==> src/hdl/atc_regs.svh <==
// Register offsets, field positions, reset values and timing counts of the timer control block.
// Included by the package file and by atc_timer; holds definitions only.
`ifndef ATC_REGS_SVH
`define ATC_REGS_SVH

`define ATC_ADDR_W        4
`define ATC_OFS_CONTROL   4'h0
`define ATC_OFS_COUNT     4'h4
`define ATC_OFS_PERIOD    4'h8

`define ATC_BIT_ON        15
`define ATC_BIT_STOP_IDLE 13
`define ATC_BIT_WBLK      12
`define ATC_BIT_WPEND     11
`define ATC_BIT_GATE      7
`define ATC_BIT_PS_HI     5
`define ATC_BIT_PS_LO     4
`define ATC_BIT_SYNC      2
`define ATC_BIT_CS        1

`define ATC_CTRL_WMASK    32'h0000_B0B6
`define ATC_CTRL_RESET    32'h0000_0000
`define ATC_COUNT_RESET   16'h0000
`define ATC_PERIOD_RESET  16'hFFFF

`define ATC_PS_DIV1       8'h00
`define ATC_PS_DIV8       8'h07
`define ATC_PS_DIV64      8'h3F
`define ATC_PS_DIV256     8'hFF

`define ATC_XFER_CYCLES   2'h3

`endif

==> src/hdl/atc_pkg.sv <==
// Types shared by the timer control block.
// Assumes atc_regs.svh is on the include path.
`include "atc_regs.svh"
package atc_pkg;
	typedef enum logic [1:0] {
		ATC_PS_1,
		ATC_PS_8,
		ATC_PS_64,
		ATC_PS_256
	} atc_prescale_e;

	typedef enum logic [1:0] {
		ATC_W_IDLE,
		ATC_W_XFER
	} atc_wstate_e;
endpackage

==> src/hdl/atc_edge_sync.sv <==
// Two-flop synchroniser with a rising-edge pulse taken after the second flop.
// Assumes a single clock domain on clk and an asynchronous active-low reset.
`timescale 1ns/1ps
module atc_edge_sync (
	input  wire logic clk,      // System clock.
	input  wire logic reset_n,  // Asynchronous reset, active low.
	input  wire logic async_in, // Level from outside the clock domain.
	output logic      level_q,  // Synchronised level.
	output logic      rise_q    // One-cycle pulse on a rising edge.
);
	logic meta_q;
	logic last_q;

	// The first flop feeds only the second one.
	always_ff @(posedge clk or negedge reset_n) begin
		if (!reset_n) begin
			meta_q  <= 1'b0;
			level_q <= 1'b0;
			last_q  <= 1'b0;
			rise_q  <= 1'b0;
		end else begin
			meta_q  <= async_in;
			level_q <= meta_q;
			last_q  <= level_q;
			rise_q  <= level_q & ~last_q;
		end
	end
endmodule

==> src/hdl/atc_timer.sv <==
// Type A timer control logic: enable, idle stop, prescaler, gating and count-write protection.
// Assumes a single 25 MHz sys_clk, a plain register port and raw external clock and gate pins.
//
// Operation
// - Timer counts only while enable bit set.
// - Stop in idle halts timer during idle.
// - Blocked mode drops count writes while pending.
// - Unblocked mode accepts back-to-back count writes.
// - Pending flag high during async count write.
// - Pending flag reads zero in synchronous mode.
// - External clock source ignores gate enable.
// - Internal clock source lets gate enable gating.
// - Prescaler divides by 1, 8, 64, 256.
// - Unimplemented control bits ignore writes, read zero.
//
// Implementation choices: the address-and-strobe port and the register addresses.
`timescale 1ns/1ps
`include "atc_regs.svh"
module atc_timer #(
	parameter int COUNT_W = 16 // Width of the count and period registers.
) (
	input  wire logic                   sys_clk,    // System clock, 25 MHz.
	input  wire logic                   reset_n,    // Asynchronous reset, active low.
	input  wire logic [`ATC_ADDR_W-1:0] addr,       // Register byte address.
	input  wire logic [31:0]            wdata,      // Write data.
	input  wire logic                   wr_en,      // Write strobe, one cycle.
	input  wire logic                   rd_en,      // Read strobe, one cycle.
	output logic      [31:0]            rdata_q,    // Read data, valid the cycle after rd_en.
	input  wire logic                   idle_mode,  // Device is in idle mode.
	input  wire logic                   ext_clk,    // External timer clock pin.
	input  wire logic                   gate_in,    // Gate pin for gated accumulation.
	output logic                        match_q     // One-cycle pulse when count wraps at period.
);
	logic [31:0]        ctrl_q;
	logic [COUNT_W-1:0] count_q;
	logic [COUNT_W-1:0] period_q;
	logic [7:0]         pre_cnt_q;
	logic               wpend_q;
	logic [1:0]         xfer_cnt_q;
	logic [COUNT_W-1:0] wbuf_q;
	atc_pkg::atc_wstate_e wstate_q;

	logic ext_level;
	logic ext_rise;
	logic gate_level;
	logic ext_raw_q;
	logic ext_raw_last_q;

	// External clock and gate pins pass two flops before any use.
	atc_edge_sync u_ext_sync (
		.clk      (sys_clk),
		.reset_n  (reset_n),
		.async_in (ext_clk),
		.level_q  (ext_level),
		.rise_q   (ext_rise)
	);

	atc_edge_sync u_gate_sync (
		.clk      (sys_clk),
		.reset_n  (reset_n),
		.async_in (gate_in),
		.level_q  (gate_level),
		.rise_q   ()
	);

	// Control field decode.
	wire        on_bit    = ctrl_q[`ATC_BIT_ON];
	wire        stop_idle_bit = ctrl_q[`ATC_BIT_STOP_IDLE];
	wire        wblk_bit  = ctrl_q[`ATC_BIT_WBLK];
	wire        gate_bit  = ctrl_q[`ATC_BIT_GATE];
	wire        sync_bit  = ctrl_q[`ATC_BIT_SYNC];
	wire        cs_bit    = ctrl_q[`ATC_BIT_CS];
	wire [1:0]  ps_field  = ctrl_q[`ATC_BIT_PS_HI:`ATC_BIT_PS_LO];
	wire        async_mode = cs_bit & ~sync_bit;

	// Register decode.
	wire sel_ctrl   = (addr == `ATC_OFS_CONTROL);
	wire sel_count  = (addr == `ATC_OFS_COUNT);
	wire sel_period = (addr == `ATC_OFS_PERIOD);
	wire wr_ctrl    = wr_en & sel_ctrl;
	wire wr_count   = wr_en & sel_count;
	wire wr_period  = wr_en & sel_period;

	wire count_wr_ok = wr_count & ~(wblk_bit & wpend_q & async_mode);

	// source and sync
	// An unsynchronised external clock is sampled raw after the synchroniser level for edge detection.
	wire ext_tick = sync_bit ? ext_rise : (ext_raw_q & ~ext_raw_last_q);
	wire src_tick = cs_bit ? ext_tick : 1'b1;

	wire run = on_bit & ~(stop_idle_bit & idle_mode);

	wire gated = gate_bit & ~cs_bit;

	wire gate_ok = ~gated | gate_level;

	wire [7:0] pre_limit = (ps_field == atc_pkg::ATC_PS_256) ? `ATC_PS_DIV256 :
	                       (ps_field == atc_pkg::ATC_PS_64)  ? `ATC_PS_DIV64  :
	                       (ps_field == atc_pkg::ATC_PS_8)   ? `ATC_PS_DIV8   : `ATC_PS_DIV1;
	wire       pre_step  = run & gate_ok & src_tick;
	wire       pre_done  = pre_step & (pre_cnt_q >= pre_limit);
	wire       at_period = (count_q == period_q);

	wire [31:0] ctrl_rd = (ctrl_q & `ATC_CTRL_WMASK) |
	                      ({31'h0000_0000, wpend_q & async_mode} << `ATC_BIT_WPEND);
	wire [31:0] rd_mux  = sel_ctrl   ? ctrl_rd :
	                      sel_count  ? {{(32-COUNT_W){1'b0}}, count_q} :
	                      sel_period ? {{(32-COUNT_W){1'b0}}, period_q} : 32'h0000_0000;

	// Raw second sample of the synchronised external level for the unsynchronised path.
	always_ff @(posedge sys_clk or negedge reset_n) begin
		if (!reset_n) begin
			ext_raw_q      <= 1'b0;
			ext_raw_last_q <= 1'b0;
		end else begin
			ext_raw_q      <= ext_level;
			ext_raw_last_q <= ext_raw_q;
		end
	end

	// Control and period registers; unimplemented bits are masked off.
	always_ff @(posedge sys_clk or negedge reset_n) begin
		if (!reset_n) begin
			ctrl_q   <= `ATC_CTRL_RESET;
			period_q <= `ATC_PERIOD_RESET;
		end else begin
			if (wr_ctrl) begin
				ctrl_q <= wdata & `ATC_CTRL_WMASK;
			end
			if (wr_period) begin
				period_q <= wdata[COUNT_W-1:0];
			end
		end
	end

	// Asynchronous count-write transfer; it takes a fixed number of cycles to land.
	always_ff @(posedge sys_clk or negedge reset_n) begin
		if (!reset_n) begin
			wstate_q   <= atc_pkg::ATC_W_IDLE;
			wpend_q    <= 1'b0;
			xfer_cnt_q <= 2'h0;
			wbuf_q     <= `ATC_COUNT_RESET;
		end else begin
			unique case (wstate_q)
				atc_pkg::ATC_W_IDLE: begin
					if (count_wr_ok && async_mode) begin
						wstate_q   <= atc_pkg::ATC_W_XFER;
						wpend_q    <= 1'b1;
						xfer_cnt_q <= `ATC_XFER_CYCLES;
						wbuf_q     <= wdata[COUNT_W-1:0];
					end
				end
				atc_pkg::ATC_W_XFER: begin
					// a new accepted write restarts the transfer
					if (count_wr_ok) begin
						xfer_cnt_q <= `ATC_XFER_CYCLES;
						wbuf_q     <= wdata[COUNT_W-1:0];
					end else if (xfer_cnt_q == 2'h1 || !async_mode) begin
						wstate_q <= atc_pkg::ATC_W_IDLE;
						wpend_q  <= 1'b0;
					end else begin
						xfer_cnt_q <= xfer_cnt_q - 2'h1;
					end
				end
				// The state word has two spare codes; an upset one falls back to idle.
				default: begin
					wstate_q <= atc_pkg::ATC_W_IDLE;
					wpend_q  <= 1'b0;
				end
			endcase
		end
	end

	wire xfer_land = (wstate_q == atc_pkg::ATC_W_XFER) && !count_wr_ok &&
	                 (xfer_cnt_q == 2'h1) && async_mode;

	// Prescaler and counter; a landing write overrides counting.
	always_ff @(posedge sys_clk or negedge reset_n) begin
		if (!reset_n) begin
			pre_cnt_q <= 8'h00;
			count_q   <= `ATC_COUNT_RESET;
			match_q   <= 1'b0;
		end else begin
			match_q <= 1'b0;
			if (!on_bit) begin
				pre_cnt_q <= 8'h00;
			end else if (pre_step) begin
				pre_cnt_q <= pre_done ? 8'h00 : pre_cnt_q + 8'h01;
			end
			if (count_wr_ok && !async_mode) begin
				count_q <= wdata[COUNT_W-1:0];
			end else if (xfer_land) begin
				count_q <= wbuf_q;
			end else if (pre_done) begin
				count_q <= at_period ? `ATC_COUNT_RESET : count_q + 1'b1;
				match_q <= at_period;
			end
		end
	end

	// Read data stand for one cycle after the read strobe.
	always_ff @(posedge sys_clk or negedge reset_n) begin
		if (!reset_n) begin
			rdata_q <= 32'h0000_0000;
		end else begin
			rdata_q <= rd_en ? rd_mux : 32'h0000_0000;
		end
	end
endmodule

==> config.mk <==
export PLATFORM = sky130hd
export DESIGN_NAME = atc_timer
export DESIGN_NICKNAME = d
export VERILOG_FILES = /design/src/hdl/atc_pkg.sv /design/src/hdl/atc_edge_sync.sv /design/src/hdl/atc_timer.sv
export VERILOG_INCLUDE_DIRS = /design/src /design/src/hdl
export SDC_FILE = /design/constraint.sdc
export NUM_CORES = 1
export LEC_CHECK = 0
export ABC_CLOCK_PERIOD_IN_PS = 5850
export BUFFER_PORTS_ARGS = -buffer_cell sky130_fd_sc_hd__clkbuf_2
export CORE_MARGIN = 5
export CORE_UTILIZATION = 45
export CTS_CLUSTER_DIAMETER = 80
export CTS_CLUSTER_SIZE = 40
export DETAILED_ROUTE_END_ITERATION = 6
export GPL_TIMING_DRIVEN = 0
export PLACE_DENSITY = 0.67
export SETUP_SLACK_MARGIN = 0.5
export SYNTH_ARGS = -nofsm -noshare
export SYNTH_HDL_FRONTEND = slang
export SYNTH_HIERARCHICAL = 1
export SYNTH_SLANG_ARGS = --single-unit
==> constraint.sdc <==
create_clock -name sys_clk -period 5.85 [get_ports sys_clk]
set_input_delay 0.585 -clock sys_clk [delete_from_list [all_inputs] [get_ports sys_clk]]
set_output_delay 0.585 -clock sys_clk [all_outputs]
set_load 0.01 [all_outputs]
* After elaboration in Yosys (flattened, before gate mapping)
Index checks and enable logic that the tools add are counted.
Operators by class: add/sub/neg operators 3, order comparisons 1, equality and inequality tests 14, muxes and demuxes 34, bitwise operators 25, reduce and logical (&&, ||, !) cells 15
Operator list (number):
- $mux 16 | 10
- $mux 8 | 4
- $pmux 16 s2 | 1
- $add 16x1->16 const B | 1
- $and 1x1->1 | 16
- $eq 16x16->1 | 1
- $or 16x12->16 | 1
- $mux 2 | 6
- $reduce_and 3->1 | 3
- $add 8x1->8 const B | 1
- $ge 8x8->1 | 1
- $mux 1 | 8
- $ne 2x2->1 const B | 4
- $pmux 2 s2 | 2
- $not 1->1 | 7
- $eq 2x1->1 const B | 3
- $mux 6 | 1
- $logic_and 1x1->1 | 5
- $eq 2x2->1 const B | 2
- $eq 4x3->1 const B | 1
- $eq 4x4->1 const B | 1
- $logic_not 4->1 | 1
- $mux 3 | 1
- $ne 3x3->1 const B | 1
- 9 further kinds | 10
Storage, ports and cells: flip-flop bits (word level) 93, input bits 43, output and inout port bits 33, logic and storage cells 109

* Longest topological paths before layout
word-level depth 11, mapped depth 9, gate-level depth less buffers 8

* Modules after synthesis
The synthesis kept the hierarchy.
By module, submodules not included:
- atc_timer | instances 1, cells each 455, area each 4653.2 um^2, sequential area each 2172.1 um^2
- atc_edge_sync | instances 2, cells each 5, area each 113.9 um^2, sequential area each 100.1 um^2

* Worst setup path before layout
No wires, ideal clock.
path type register -> register, start register ctrl_q[5], end register pre_cnt_q[2], setup time 0.078 ns, data arrival time 2.117 ns, required time 5.772 ns, path slack 3.656 ns, cell stages (with the launch flop) 9, path buffers 0, clock period less this slack 2.194 ns, path through dfrtp_1 nor2_1 ha_1 or2_1 a211oi_1 o21ai_1 or2_1 or3b_1 a21boi_1
On the way: word-level cells in the longest chain between the ends 9, elaborated cells on any way between the ends 11, classes of those cells order compare (1); eq/ne (3); mux (6); bitwise (1)
Ends and longest elaborated chain:
- from (decl) | line atc_timer.sv:34 | logic [31:0] ctrl_q;
- from (signal assigned) | line atc_timer.sv:124 | ctrl_q <= `ATC_CTRL_RESET;
- from (signal assigned) | line atc_timer.sv:128 | ctrl_q <= wdata & `ATC_CTRL_WMASK;
- $eq 2x1->1 | line atc_timer.sv:99 | (ps_field == atc_pkg::ATC_PS_8) ? `ATC_PS_DIV8 : `ATC_PS_DIV1;
- $mux 3 (no source line)
- $mux 6 (no source line)
- $mux 8 (no source line) (*)
- $ge 8x8->1 (*) | line atc_timer.sv:101 | wire pre_done = pre_step & (pre_cnt_q >= pre_limit);
- $and 1x1->1 (*) | line atc_timer.sv:101
- $mux 8 (*) | line atc_timer.sv:188 | pre_cnt_q <= pre_done ? 8'h00 : pre_cnt_q + 8'h01;
- $mux 8 (*) | line atc_timer.sv:187 | end else if (pre_step) begin
- $mux 8 (*) | line atc_timer.sv:185 | if (!on_bit) begin
- to (signal assigned) | line atc_timer.sv:188
- to (decl) | line atc_timer.sv:37 | logic [7:0] pre_cnt_q;
Mark *: on every way between the ends. The rest lies on a longest branch, timed or not. The select of a mux whose other input is x is not followed. A chain may end at the register's enable or synchronous reset.

* Worst setup path in the final report
start register ctrl_q[5], end register count_q[8]
On the way: word-level cells in the longest chain between the ends 7, elaborated cells on any way between the ends 9, classes of those cells order compare (1); eq/ne (3); mux (3); bitwise (1); reduce/logical (1)
Ends and longest elaborated chain:
- $eq 2x1->1 | line atc_timer.sv:99
- $mux 3 (no source line)
- $mux 6 (no source line)
- $mux 8 (no source line) (*)
- $ge 8x8->1 (*) | line atc_timer.sv:101
- $and 1x1->1 (*) | line atc_timer.sv:101
- $reduce_bool 3->1 (no source line) (*)
- to (signal assigned) | line atc_timer.sv:181 | count_q <= `ATC_COUNT_RESET;
- to (signal assigned) | line atc_timer.sv:191 | count_q <= wdata[COUNT_W-1:0];
- to (signal assigned) | line atc_timer.sv:193 | count_q <= wbuf_q;
- to (decl) | line atc_timer.sv:35 | logic [COUNT_W-1:0] count_q;
Mark *: on every way between the ends. The rest lies on a longest branch, timed or not.

==> out/metrics.yaml <==
required_ns: 6.11
post_cts_buffers: 0
grtUsageTotal_pct: 19.5
fillers: 947
register_area_um2: 2320
min_period_ns: 2.60
crit_start: "ctrl_q[5]"
die_y_um: 113
final_cell_mix: "76 x dfrtp_1, 45 x nor2_1, 42 x clkbuf_2"
cts.path.max_buffers: 2
busiest_layer: "met2"
die_w_um: 113
placed_area_um2: 5290
rsz0062_at_grt: "false"
avgViaCountPerCell: 5.68
wl_per_cell_um: 18.0
fin_crit_sh_pct: 44.4
cts-hold-fix-buffers: 0
maxCapViolCount: 0
grt-ovfl-total: 0
setup_viol: 0
cp_max_fo: 10
cp.arrival_ns: 2.86
syn-mean-instance-area_um2: 10.4
clk_latency_ns: 0.37
diodes: 0
hold_viol_final: 0
cts_made_buffers: 9
grt_pass1_vias: 3795
drc_errors: 0
ant_nets: 0
slew_viol_final: 0
cts_resized: 0
clock_sinks: 92
dp.final_hpwl_um: 8910
start_kind: "flip-flop"
tns_ns: 0
fmax_ghz: 0.385
yosysWarnings: 6
nets: 584
routed-via-count: 3821
r2r_cells: 9
final_area_um2: 5510
ir_worst_vdd_uv: 134
drt_iter0_drc: 290
holdWs_ns: 0.250
port_buffers: 43
crit_type: "reg2reg"
crit_path_end_kind: "flip-flop"
core_area_um2: 10400
place_inst: 657
grt_use_met1_pct: 26.8
grt_use_met2_pct: 30.1
place.gp.congestion: 0.894
status: "finished, final reports clean"
grt_pass1_wl_um: 19600
grtUsageMet3_pct: 4.19
final_common_cell: "dfrtp_1"
root_buffer: "clkbuf_8"
io_pins: 76
fin_cells: 673
firstDrtPassIters: 5
worst_pin_slew_ns: 1.16
multi_input_area_um2: 2250
wl_um: 12100
die_area_um2: 12900
start_util_pct: 46.5
cts_tree: "done"
skew_ns: 0.00901
netlist_area_um2: 4820
areaGrowthSynthToFinish_pct: 14.5
hp-class: "in2async"
p_leak_uw: 0.00240
fin_util_pct: 53.2
clk_pin_slew_worst_paths_ns: 0.09
powerDensity_nw_per_um2: 297
antenna_found_initial: 0
grt_max_degree: 48
drive_above_1_share_pct: 29.4
reg2reg_from: "ctrl_q[5]"
htreeDepth: 3
relSlewSlack_pct: 22.2
netlist_instances: 462
rows: 37
final timing paths:
check                                     end  slack (ns)
setup / recovery                   count_q[8]        3.25
hold / removal              u_ext_sync/meta_q        0.25
setup reg to reg                   count_q[8]        3.25
hold reg to reg            u_ext_sync/level_q        0.36
max in group asynchronous         period_q[9]        4.88
min in group sys_clk       u_gate_sync/meta_q        0.32
state kept, by name (all words and copies together), names as in the netlist, 2 cells and up:
name        flops
pre_cnt_q       8
xfer_cnt_q      2
ctrl_q          8
period_q       16
wbuf_q         16
rdata_q        16
count_q        16
power by group:
part	switching, uW	total (uW)	internal, uW
Clock	226	478	251
Sequential	98.3	845	747
Combinational	160	313	152
Total	485	1640	1150
worst max-delay path, stage by stage (launching register included):
cell and delay (ns):
dfrtp_1 0.43, nor2_1 0.20, ha_1 0.27, or2_1 0.20, a211oi_1 0.22, o21ai_1 0.22, a211oi_2 0.38, buf_2 0.31
a21oi_1 0.07, o32ai_1 0.16
metal layers:
| metal | wire length [um] | up-vias |
|---|---|---|
| met3 | 800 | 23 |
| met1 | 5370 | 1861 |
| met4 | 303 | 0 |
| met2 | 5670 | 161 |
| met5 | 0 | - |
| li1 | - | 1776 |
cell type report:
cell class,instances,share of cell area (%)
Buffer,35,3.99
Clock buffer,10,2.50
Clock inverter,6,1.59
Inverter,21,1.43
Multi-Input combinational cell,329,40.8
Sequential cell,92,42.1
Tap cell,136,3.09
Timing Repair Buffer,44,4.45
stage by stage:
step	worst slack, ns	total power (uW)
2_1_floorplan	3.66	1050
3_3_place_gp	3.11	1150
3_5_place_dp	3.11	1170
4_1_cts	3.26	1640
5_1_grt	3.05	1720
6_report	3.25	1640
Note: power is estimated with default switching activity, not from simulation.
